--- src/design/isu_pkg.sv ---
// Constants and types shared by the flash update control design.
package isu_pkg;
  // Register indices; the byte address on the bus is four times the index.
  localparam logic [7:0] IDX_CMD = 8'hC7;
  localparam logic [7:0] IDX_ADDR_LO = 8'hC4;
  localparam logic [7:0] IDX_ADDR_HI = 8'hC5;
  localparam logic [7:0] IDX_DATA = 8'hC6;
  localparam logic [7:0] IDX_CTRL = 8'hBF;
  localparam logic [7:0] IDX_UNLOCK = 8'hF6;
  localparam logic [7:0] IDX_STATUS = 8'hF7;
  localparam int ADDR_W = 12;
  // Unlock sequence codes.
  localparam logic [7:0] UNLOCK_KEY1 = 8'h87;
  localparam logic [7:0] UNLOCK_KEY2 = 8'h59;
  // Programming control fields.
  localparam int CTRL_UPDATE_BIT = 0;
  localparam logic [7:0] CTRL_SWRST_MASK = 8'h83;
  // Flash command fields; bit 7 is reserved and reads zero.
  localparam int CMD_BANK_BIT = 6;
  localparam int CMD_OE_BIT = 5;
  localparam int CMD_CE_BIT = 4;
  localparam int CMD_LINES_W = 4;
  localparam logic [7:0] CMD_READ = 8'h00;
  localparam logic [7:0] CMD_MASK = 8'h7F;
  // Control-line encodings for program and erase; arbitrary defaults.
  localparam logic [3:0] LINES_PROGRAM = 4'h1;
  localparam logic [3:0] LINES_ERASE = 4'h2;
  // Status register bits.
  localparam int STAT_UPDATE_BIT = 0;
  localparam int STAT_WREN_BIT = 1;
  localparam int STAT_BUSY_BIT = 2;
  localparam int STAT_LOADER_BIT = 3;
  // Reset values.
  localparam logic [7:0] RST_BYTE = 8'h00;
  localparam logic [15:0] RST_ADDR = 16'h0000;
  // Flash access strobe time and its cycle count at 20 MHz.
  localparam int FLASH_ACCESS_NS = 200;
  localparam int CLK_PERIOD_NS = 50;
  localparam int ACCESS_CYCLES =
    (FLASH_ACCESS_NS + CLK_PERIOD_NS - 1) / CLK_PERIOD_NS;
  localparam int CNT_W = 4;
  typedef enum logic {OP_IDLE, OP_DRIVE} opState_e;
endpackage

--- src/design/flash_op_if.sv ---
// Request and answer signals between the control logic and the flash engine.
`timescale 1ns/1ps
interface flash_op_if;
  logic start;
  logic [7:0] cmd;
  logic [15:0] addr;
  logic [7:0] wrData;
  logic done;
  logic busy;
  logic [7:0] rdData;
  modport ctrl (output start, output cmd, output addr, output wrData,
    input done, input busy, input rdData);
  modport engine (input start, input cmd, input addr, input wrData,
    output done, output busy, output rdData);
endinterface

--- src/design/in_system_flash_update_control.sv ---
// Register file, unlock, update mode and bank switching for flash update.
//
// The APB slave port was left to the implementer.
`timescale 1ns/1ps

//////////////////////////////////////////////////////////////////////////////

// Overview of operation
// - The programming control register is read-only until 87H then 59H are written to the unlock register.
// - Any other value written to the unlock register closes control writes.
// - With control bit 0 set, update mode begins at the next wake from idle.
// - Flash operations run while the processor idles and end before wake.
// - On wake into update mode, fetching moves to the loader bank.
// - The bank switch clears the program counter so execution starts at 00H.
// - Writing ones to control bits 0, 1 and 7 issues a software reset.
// - The software reset acts as an external reset and returns to the application bank.
// - Normal execution is from the application bank; the loader bank is separate.
// - The target address is the high byte register above the low byte register.
// - The data byte register gives the byte to program and takes read results.
// - Command bit 6 picks the destination bank, one for the loader bank.
// - Command bits 5, 4 and 3..0 drive output enable, chip enable and control lines.
// - A command of all zeros reads the target byte into the data register.
module in_system_flash_update_control (
  // Clock and reset
  input wire logic clk,
  input wire logic rst,
  // APB slave
  input wire logic psel,
  input wire logic penable,
  input wire logic pwrite,
  input wire logic [isu_pkg::ADDR_W-1:0] paddr,
  input wire logic [31:0] pwdata,
  output logic [31:0] prdata,
  output logic pready,
  output logic pslverr,
  // Processor core
  input wire logic cpuIdle,
  output logic wakeHold,
  output logic execLoaderBank,
  output logic pcClear,
  output logic cpuSwReset,
  // Flash array
  output logic [15:0] flashAddr,
  output logic [7:0] flashWrData,
  output logic flashDataOe,
  output logic flashBankSel,
  output logic flashOe,
  output logic flashCe,
  output logic [3:0] flashCtrl,
  input wire logic [7:0] flashRdData
);

  ////////////////////////////////////////////////////////////////////////////

  function automatic logic regHit(input logic [isu_pkg::ADDR_W-1:0] a,
                                  input logic [7:0] idx);
    regHit = (a == {2'b00, idx, 2'b00});
  endfunction

  flash_op_if op ();

  logic [7:0] cmd_r;
  logic [7:0] addrHi_r;
  logic [7:0] addrLo_r;
  logic [7:0] data_r;
  logic [7:0] ctrl_r;
  logic keyStep_r;
  logic wrOpen_r;
  logic updateMode_r;
  logic idlePrev_r;
  logic opRead_r;
  logic start_r;
  logic [7:0] wrByte;
  logic accessCycle;
  logic wrCycle;
  logic hitCmd;
  logic hitAddrHi;
  logic hitAddrLo;
  logic hitData;
  logic hitCtrl;
  logic hitUnlock;
  logic hitStatus;
  logic mapped;
  logic [7:0] statusByte;
  logic [7:0] rdByte;
  logic ctrlWrite;
  logic swResetReq;
  logic rstAll;
  logic idleRise;
  logic idleFall;
  logic opLaunch;
  logic enterUpdate;
  logic readDone;
  logic [31:0] rdWord;
  logic holdNxt;
  logic unlockWr;
  logic keyFirst;
  logic keySecond;
  logic updateReq;

  ////////////////////////////////////////////////////////////////////////////

  // A software reset clears this block as the reset pin does, except pready, prdata, pslverr and cpuSwReset.
  assign rstAll = rst | cpuSwReset;

  assign wrByte = pwdata[7:0];
  assign accessCycle = psel & penable & ~pready;
  assign wrCycle = psel & penable & pready & pwrite;

  assign hitCmd = regHit(paddr, isu_pkg::IDX_CMD);
  assign hitAddrHi = regHit(paddr, isu_pkg::IDX_ADDR_HI);
  assign hitAddrLo = regHit(paddr, isu_pkg::IDX_ADDR_LO);
  assign hitData = regHit(paddr, isu_pkg::IDX_DATA);
  assign hitCtrl = regHit(paddr, isu_pkg::IDX_CTRL);
  assign hitUnlock = regHit(paddr, isu_pkg::IDX_UNLOCK);
  assign hitStatus = regHit(paddr, isu_pkg::IDX_STATUS);
  assign mapped = hitCmd | hitAddrHi | hitAddrLo | hitData | hitCtrl |
    hitUnlock | hitStatus;

  assign statusByte = {4'h0,
    execLoaderBank,
    op.busy,
    wrOpen_r,
    updateMode_r};

  assign rdByte = hitCmd ? (cmd_r & isu_pkg::CMD_MASK) :
    hitAddrHi ? addrHi_r :
    hitAddrLo ? addrLo_r :
    hitData ? data_r :
    hitCtrl ? ctrl_r :
    hitStatus ? statusByte :
    isu_pkg::RST_BYTE;

  // Closed control register drops the write silently.
  assign ctrlWrite = wrCycle & hitCtrl & wrOpen_r;
  assign swResetReq = ctrlWrite &
    ((wrByte & isu_pkg::CTRL_SWRST_MASK) ==
     isu_pkg::CTRL_SWRST_MASK);

  assign rdWord = {24'h000000, pwrite ? isu_pkg::RST_BYTE : rdByte};

  ////////////////////////////////////////////////////////////////////////////

  // APB answer: one wait state, then pready with data or error.
  always_ff @(posedge clk) begin
    if (rst) begin
      pready <= 1'b0;
      prdata <= '0;
      pslverr <= 1'b0;
    end else begin
      pready <= accessCycle;
      if (accessCycle) begin
        prdata <= rdWord;
        pslverr <= ~mapped;
      end
    end
  end

  ////////////////////////////////////////////////////////////////////////////

  // Unlock sequence.
  assign unlockWr = wrCycle & hitUnlock;
  assign keyFirst = (wrByte == isu_pkg::UNLOCK_KEY1);
  assign keySecond = (wrByte == isu_pkg::UNLOCK_KEY2);

  always_ff @(posedge clk) begin
    if (rstAll) begin
      keyStep_r <= 1'b0;
      wrOpen_r <= 1'b0;
    end else if (unlockWr) begin
      if (keyFirst) begin
        keyStep_r <= 1'b1;
      end else if (keySecond) begin
        keyStep_r <= 1'b0;
        if (keyStep_r) begin
          wrOpen_r <= 1'b1;
        end
      end else begin
        keyStep_r <= 1'b0;
        wrOpen_r <= 1'b0;
      end
    end
  end

  ////////////////////////////////////////////////////////////////////////////

  // Software registers.
  always_ff @(posedge clk) begin
    if (rstAll) begin
      ctrl_r <= isu_pkg::RST_BYTE;
      cmd_r <= isu_pkg::RST_BYTE;
      addrHi_r <= isu_pkg::RST_BYTE;
      addrLo_r <= isu_pkg::RST_BYTE;
    end else if (wrCycle) begin
      if (ctrlWrite) begin
        ctrl_r <= wrByte;
      end
      if (hitCmd) begin
        cmd_r <= wrByte & isu_pkg::CMD_MASK;
      end
      if (hitAddrHi) begin
        addrHi_r <= wrByte;
      end
      if (hitAddrLo) begin
        addrLo_r <= wrByte;
      end
    end
  end

  // A finished read wins over a software write in the same cycle.
  assign readDone = op.done & opRead_r;

  always_ff @(posedge clk) begin
    if (rstAll) begin
      data_r <= isu_pkg::RST_BYTE;
    end else if (readDone) begin
      data_r <= op.rdData;
    end else if (wrCycle & hitData) begin
      data_r <= wrByte;
    end
  end

  ////////////////////////////////////////////////////////////////////////////

  // Idle entry launches the flash access; wake carries the mode change.
  assign idleRise = cpuIdle & ~idlePrev_r;
  assign idleFall = ~cpuIdle & idlePrev_r;
  assign updateReq = ctrl_r[isu_pkg::CTRL_UPDATE_BIT];
  assign opLaunch = idleRise & ~op.busy &
    (updateMode_r | updateReq);
  assign enterUpdate = idleFall & ~updateMode_r &
    updateReq;

  always_ff @(posedge clk) begin
    if (rstAll) begin
      idlePrev_r <= 1'b0;
      start_r <= 1'b0;
      opRead_r <= 1'b0;
    end else begin
      idlePrev_r <= cpuIdle;
      start_r <= opLaunch;
      if (opLaunch) begin
        opRead_r <= (cmd_r == isu_pkg::CMD_READ);
      end
    end
  end

  assign op.start = start_r;
  assign op.cmd = cmd_r;
  assign op.addr = {addrHi_r, addrLo_r};
  assign op.wrData = data_r;

  // Wake waits until the access ends, which the engine's cycle timer decides.
  assign holdNxt = opLaunch | start_r | (op.busy & ~op.done);

  ////////////////////////////////////////////////////////////////////////////

  // Core-facing controls. The loader bank is left only through a reset,
  // so a failed update cannot drop back into a half-written application.
  always_ff @(posedge clk) begin
    if (rstAll) begin
      updateMode_r <= 1'b0;
      execLoaderBank <= 1'b0;
      pcClear <= 1'b0;
      wakeHold <= 1'b0;
    end else begin
      pcClear <= enterUpdate;
      wakeHold <= holdNxt;
      if (enterUpdate) begin
        updateMode_r <= 1'b1;
        execLoaderBank <= 1'b1;
      end
    end
  end

  // The reset pulse lasts one cycle; its register is reset by the pin reset only, not by rstAll.
  always_ff @(posedge clk) begin
    if (rst) begin
      cpuSwReset <= 1'b0;
    end else begin
      cpuSwReset <= swResetReq;
    end
  end

  ////////////////////////////////////////////////////////////////////////////

  flash_op_engine engine (
    .clk(clk),
    .rst(rstAll),
    .op(op.engine),
    .flashAddr(flashAddr),
    .flashWrData(flashWrData),
    .flashDataOe(flashDataOe),
    .flashBankSel(flashBankSel),
    .flashOe(flashOe),
    .flashCe(flashCe),
    .flashCtrl(flashCtrl),
    .flashRdData(flashRdData)
  );

endmodule

--- src/design/flash_op_engine.sv ---
// Drives one flash access from a latched command and returns read data.
`timescale 1ns/1ps
module flash_op_engine (
  // Clock and reset
  input wire logic clk,
  input wire logic rst,
  // Request side
  flash_op_if.engine op,
  // Flash array side
  output logic [15:0] flashAddr,
  output logic [7:0] flashWrData,
  output logic flashDataOe,
  output logic flashBankSel,
  output logic flashOe,
  output logic flashCe,
  output logic [3:0] flashCtrl,
  input wire logic [7:0] flashRdData
);
  isu_pkg::opState_e state_r;
  logic [isu_pkg::CNT_W-1:0] cnt_r;
  logic lastCycle;
  logic isProgram;

  assign lastCycle = (state_r == isu_pkg::OP_DRIVE) && (cnt_r == '0);
  assign isProgram = op.cmd[isu_pkg::CMD_LINES_W-1:0] ==
    isu_pkg::LINES_PROGRAM;
  assign op.busy = (state_r != isu_pkg::OP_IDLE);

  always_ff @(posedge clk) begin
    if (rst) begin
      state_r <= isu_pkg::OP_IDLE;
      cnt_r <= '0;
      op.done <= 1'b0;
      op.rdData <= isu_pkg::RST_BYTE;
      flashAddr <= isu_pkg::RST_ADDR;
      flashWrData <= isu_pkg::RST_BYTE;
      flashDataOe <= 1'b0;
      flashBankSel <= 1'b0;
      flashOe <= 1'b0;
      flashCe <= 1'b0;
      flashCtrl <= '0;
    end else begin
      op.done <= lastCycle;
      case (state_r)
        isu_pkg::OP_IDLE: begin
          if (op.start) begin
            state_r <= isu_pkg::OP_DRIVE;
            cnt_r <= isu_pkg::CNT_W'(isu_pkg::ACCESS_CYCLES - 1);
            flashAddr <= op.addr;
            flashWrData <= op.wrData;
            flashDataOe <= isProgram;
            flashBankSel <= op.cmd[isu_pkg::CMD_BANK_BIT];
            flashOe <= op.cmd[isu_pkg::CMD_OE_BIT];
            flashCe <= op.cmd[isu_pkg::CMD_CE_BIT];
            flashCtrl <= op.cmd[isu_pkg::CMD_LINES_W-1:0];
          end
        end
        isu_pkg::OP_DRIVE: begin
          cnt_r <= cnt_r - 1'b1;
          if (lastCycle) begin
            // The array is sampled before the lines are released.
            op.rdData <= flashRdData;
            state_r <= isu_pkg::OP_IDLE;
            flashDataOe <= 1'b0;
            flashOe <= 1'b0;
            flashCe <= 1'b0;
            flashCtrl <= '0;
          end
        end
        default: state_r <= isu_pkg::OP_IDLE;
      endcase
    end
  end
endmodule

--- config.mk ---
export PLATFORM = sky130hd
export DESIGN_NAME = in_system_flash_update_control
export DESIGN_NICKNAME = d
export VERILOG_FILES = /design/src/design/isu_pkg.sv /design/src/design/flash_op_if.sv /design/src/design/in_system_flash_update_control.sv /design/src/design/flash_op_engine.sv
export SDC_FILE = /design/constraint.sdc
export NUM_CORES = 1
export LEC_CHECK = 0
export ABC_AREA = 1
export CAP_MARGIN = 0
export CORE_MARGIN = 10
export CORE_UTILIZATION = 43
export CTS_CLUSTER_SIZE = 30
export DETAILED_ROUTE_END_ITERATION = 7
export DONT_BUFFER_PORTS = 1
export GPL_TIMING_DRIVEN = 0
export PLACE_DENSITY = 0.62
export SYNTH_ARGS = -nofsm -noshare
export SYNTH_HDL_FRONTEND = slang
export SYNTH_SLANG_ARGS = --single-unit
--- constraint.sdc ---
create_clock -name clk -period 1.8 [get_ports clk]
set_input_delay 0.36 -clock clk [delete_from_list [all_inputs] [get_ports clk]]
set_output_delay 0.36 -clock clk [all_outputs]
set_load 0.01 [all_outputs]
# Word level (Yosys, flattened, before mapping)
# Cells that the tools add are included.
# totals
ff_bits	104
wordCells	117
in_bits	58
# op_classes
mux	27
n_addsub	1
n_eq_ne	14
bitwise	35
reduce_logical	12
# op_table
operator	count
equality test 12 x 10 -> 1 bit (second input constant)	7
two-way mux 8 bit	8
bitwise AND 1 bit	17
two-way mux 4 bit	4
one-hot mux 4 bit (2 select lines)	2
AND reduction 2 bit	7
bitwise OR 1 bit	10
two-way mux 1 bit	9
equality test 8 x 7 -> 1 bit (second input constant)	1
equality test 8 bit (second input constant)	1
logical NOT 8 bit	1
NOT 1 bit	8
one-hot mux 1 bit (2 select lines)	4
inequality test 2 bit (second input constant)	3
equality test 4 x 1 -> 1 bit (second input constant)	1
logical NOT 4 bit	1
subtractor 4 x 1 -> 4 bit (second input constant)	1
equality test 3 bit (second input constant)	1
AND reduction 3 bit	1
nonzero test 2 bit	1
logical AND 1 bit	1

# Depth between registers and ports, before layout
# depth
word_depth	8
mapped_depth	12

# Modules after synthesis
# Synthesis repeated with hierarchy kept, for this count alone.
# hier_totals
hier_cells	662
area_unflattened_um2	4839.6
# modules_own_cells
mod	cells_per_inst	area_each_um2	instances	seq_area_each_um2
in_system_flash_update_control	452	3141.8	1	1161.1
flash_op_engine	210	1697.9	1	920.9

# Least setup slack after synthesis
# Ideal clock, no wire load.
# synth_timing
path_type	input to register
start	input paddr[11] in the netlist's numbering
end	register addrHi_r[5]
path_stages	8
arrival_ns	1.409
path_buffers	2
setup_time_ns	0.119
path_slack_ns	0.271
cell_sequence	nor2_1 > nand2_1 > nor2_2 > buf_6 > nand3_1 > buf_2 > o21ai_1 > a21oi_1
# synth_between
elab_chain_len	2
# synth_lines
item	line_no	text
start: declaration	in_system_flash_update_control.sv:31	input wire logic [isu_pkg::ADDR_W-1:0] paddr,
equality test 12 x 10 -> 1 bit	in_system_flash_update_control.sv:57	regHit = (a == {2'b00, idx, 2'b00});
AND reduction 2 bit (no line)	--	
end signal: assignment	in_system_flash_update_control.sv:192	addrHi_r <= isu_pkg::RST_BYTE;
end signal: assignment	in_system_flash_update_control.sv:202	addrHi_r <= wrByte;
end: declaration	in_system_flash_update_control.sv:63	logic [7:0] addrHi_r;
# No other way between the ends.
# A chain may end at the register's enable or synchronous reset.

# Worst setup path after layout
# layout_timing
start	register pready
end	register prdata[7]
# layout_between
elab_chain_len	2
# layout_lines
item	line_no	text
start: declaration	in_system_flash_update_control.sv:34	output logic pready,
start signal: assignment	in_system_flash_update_control.sv:151	pready <= accessCycle;
NOT 1 bit	in_system_flash_update_control.sv:107	assign accessCycle = psel & penable & ~pready;
bitwise AND 1 bit	in_system_flash_update_control.sv:107	
end signal: assignment	in_system_flash_update_control.sv:153	prdata <= rdWord;
end: declaration	in_system_flash_update_control.sv:33	output logic [31:0] prdata,
# No other way between the ends.

==> qor.csv <==
stage;metric;value;unit
placed_design;gp_congestion;0.943;
setup_path;worstPathArrival;1.94;ns
power_and_ir_drop;power.density;776;nW/um2
floorplanning;initial_core_util;44.4;%
power_and_ir_drop;pwr-share-clk;36.6;%
logic_synthesis;synth_cells;616;
global_route;grt_pass1_vias;3785;
sta;worstMarginPinSlew;0.597;ns
sta;rsz0062_at_grt;no;
logic_synthesis;netlist_top_cells_count;dfxtp_1, nand2_1, a21oi_1;
setup_path;crit_path_end_kind;flip-flop;
logic_synthesis;ys_seq_elements;104;
setup_path;crit_type;flip-flop to flip-flop;
logic_synthesis;yosysSeqAreaShare;45.0;%
finish;nFillCells;1069;
logic_synthesis;synth-compound-area-share;18.4;%
placed_design;dp_cells;775;
logic_synthesis;netlist.area_leader.share;45.0;%
logic_synthesis;yosys-mux-area-fraction;0;%
logic_synthesis;yosysMostFrequentCell;dfxtp_1;
route;drc_errors;0;
global_route;grt_usage;17.7;%
placed_design;io_buffers;0;
placed_design;place_hpwl;10800;um
power_and_ir_drop;ir_worst_vdd;0.000523;V
logic_synthesis;synth_xor_area_share;0;%
clock_tree;cts_hold_buf;0;
sta;final_max_slew_viol_count;0;
sta;clock.fmax;609;MHz
finish;syn2layout_area_growth;10.1;%
sta;fin_skew;0.00848;ns
sta;hold_slack;0.0851;ns
power_and_ir_drop;power.switching;935;uW
floorplanning;die-height;124;um
sta;slew_headroom;60.0;%
clock_tree;clk_latency;0.37;ns
finish;antenna_cells;0;
floorplanning;pin_count;128;
hold_path;worstHoldPathType;input port to flip-flop;
logic_synthesis;yosysTopAreaCell;dfxtp_1;
sta;setup_viol;0;
clock_tree;clk_path_buf_depth;2;
logic_synthesis;ys_warn_count;0;
finish;final_nets;708;
floorplanning;placementRows;37;
run;maxCapViolCount;0;
logic_synthesis;synthDistinctLibCells;36;
global_route;grt_pass1_wl;21100;um
power_and_ir_drop;power_frac_seq;58.4;%
logic_synthesis;syn_area;4630;um2
clock_tree;clk_pin_slew;0.10;ns
setup_path;cp_max_fo;10;
power_and_ir_drop;leakage;0.00213;uW
logic_synthesis;synthSimpleGateAreaFrac;23.8;%
clock_tree;cts_root_buf;clkbuf_8;
floorplanning;dieArea;15300;um2
logic_synthesis;synth_edf_count;0;
logic_synthesis;syn_area_per_cell;7.51;um2
power_and_ir_drop;pwr-share-comb;5.0;%
route;routed_wl;13900;um
floorplanning;die_width;124;um
route;avgRoutedWirePerCell;17.5;um
logic_synthesis;async_flop_share;0;%
clock_tree;cts_tree;done;
logic_synthesis;yosys.area_share.adder;0.270;%
route;drt_first_pass_iters;5;
logic_synthesis;synth_top_family_by_area;simple AND/OR/NAND/NOR gates;
route;vias;4162;
global_route;antenna_found_initial;0;
sta;min_period;1.64;ns
logic_synthesis;synthTopCellsByArea;dfxtp_1, nand2_1, a21oi_1;
logic_synthesis;synthFlopType;dfxtp_1;
clock_tree;numCtsBuffers;9;
finish;fin_cells;790;
sta;period_share;91.2;%
route;drt_iter0_drc;288;
power_and_ir_drop;intPower;3020;uW
route;postRouteAntennaNets;0;
route;vias_per_cell;5.27;
floorplanning;core_area;10400;um2
setup_path;startpoint_type;flip-flop;
status;outcome;finished, final reports clean;
power_and_ir_drop;p_sw_share;23.7;%
clock_tree;cts.sinks;104;
global_route;gr-total-overflow;0;
sta;hold_viol_final;0;
clock_tree;h-tree-depth;3;
setup_path;required;2.10;ns
finish;drive_gt1_share;13.1;%
global_route;grt_max_degree;17;
routing by layer:
metal | vias up | wire (um) | GRT usage, %
met5 | - | 0 | 0
met4 | 0 | 204 | 5.02
met3 | 16 | 1280 | 5.97
met2 | 155 | 6440 | 28.6
met1 | 1920 | 5940 | 22.0
li1 | 2071 | - | -
flip-flops by register name, summed over array words and instances, names as in the netlist, 7 cells and up:
register / flops
engine.flashAddr: 16
addrHi_r: 8
addrLo_r: 8
ctrl_r: 8
data_r: 8
engine.flashWrData: 8
engine.op.rdData: 8
prdata: 8
cmd_r: 7
worst max-delay path, cell delays in order (launching register included):
cell	delay, ns
dfxtp_1	0.38
nor2_1	0.23
inv_2	0.14
nor2_2	0.29
inv_1	0.10
nor3_1	0.20
nand2_1	0.10
a21oi_1	0.14
metrics by stage:
step	util (%)	cell area (um2)	setup TNS, ns	setup slack, ns	total power, uW
after floorplan	-	4710	0	0.271	2520
after global placement	46.9	4880	-2.08	-0.299	2550
after detailed placement	46.9	4880	-2.06	-0.265	2550
after CTS	48.7	5080	0	0.0213	3970
after global routing	48.9	5090	0	0.0169	4100
final	48.9	5090	0	0.158	3950
power groups by stage:
stage | Combinational, uW | Clock [uW] | Sequential (uW)
CTS | 194 | 1470 | 2310
global route | 222 | 1570 | 2310
floorplan | 158 | 0 | 2360
finish | 199 | 1450 | 2310
global placement | 190 | 0 | 2360
detailed placement | 192 | 0 | 2360
cell usage in the layout, fill, tap and decap left out, types with 14 or more instances in the layout:
cell type and instances:
a21oi_1 68, buf_4 24, clkbuf_1 14, conb_1 24, dfxtp_1 104, inv_1 61
nand2_1 99, nand3_1 46, nor2_1 41, o21ai_0 58
path summary, 6_finish.rpt:
| path | end | start | cells past startpoint | slack (ns) |
|---|---|---|---|---|
| hold reg to reg | engine.op.rdData[4]$_SDFFE_PP0P_ | engine.op.rdData[4]$_SDFFE_PP0P_ | 2 | 0.48 |
| setup reg to reg | prdata[7]$_SDFFE_PP0P_ | pready$_SDFF_PP0_ | 7 | 0.16 |
| hold / removal | engine.op.rdData[4]$_SDFFE_PP0P_ | flashRdData[4] | 2 | 0.09 |
| setup / recovery | prdata[7]$_SDFFE_PP0P_ | pready$_SDFF_PP0_ | 7 | 0.16 |
kinds of logic (layout without fill, tap and decap cells):
family,Yosys count,after routing
buffers and inverters,119,134
other,1,24
and+or+nand+nor,233,233
DFF,104,104
adders and majority gates,1,1
AOI/OAI and AO/OA,158,158
timing repair:
item / CTS / global route
resized for setup: 3 / 8
setup endpoints to repair: 31 / 42
setup buffers: 0 / 0
endpoints found under the hold margin: 0 / 0
area by class of cell:
| class | instances | area, um2 | share of cell area [%] |
|---|---|---|---|
| Tap cell | 136 | 170 | 3.34 |
| Multi-Input combinational cell | 416 | 2080 | 40.8 |
| Clock buffer | 11 | 131 | 2.58 |
| Inverter | 69 | 263 | 5.16 |
| Buffer | 49 | 314 | 6.17 |
| Sequential cell | 104 | 2080 | 40.9 |
| Clock inverter | 5 | 56.3 | 1.11 |
No activity file was read; power rests on OpenSTA's default activity.
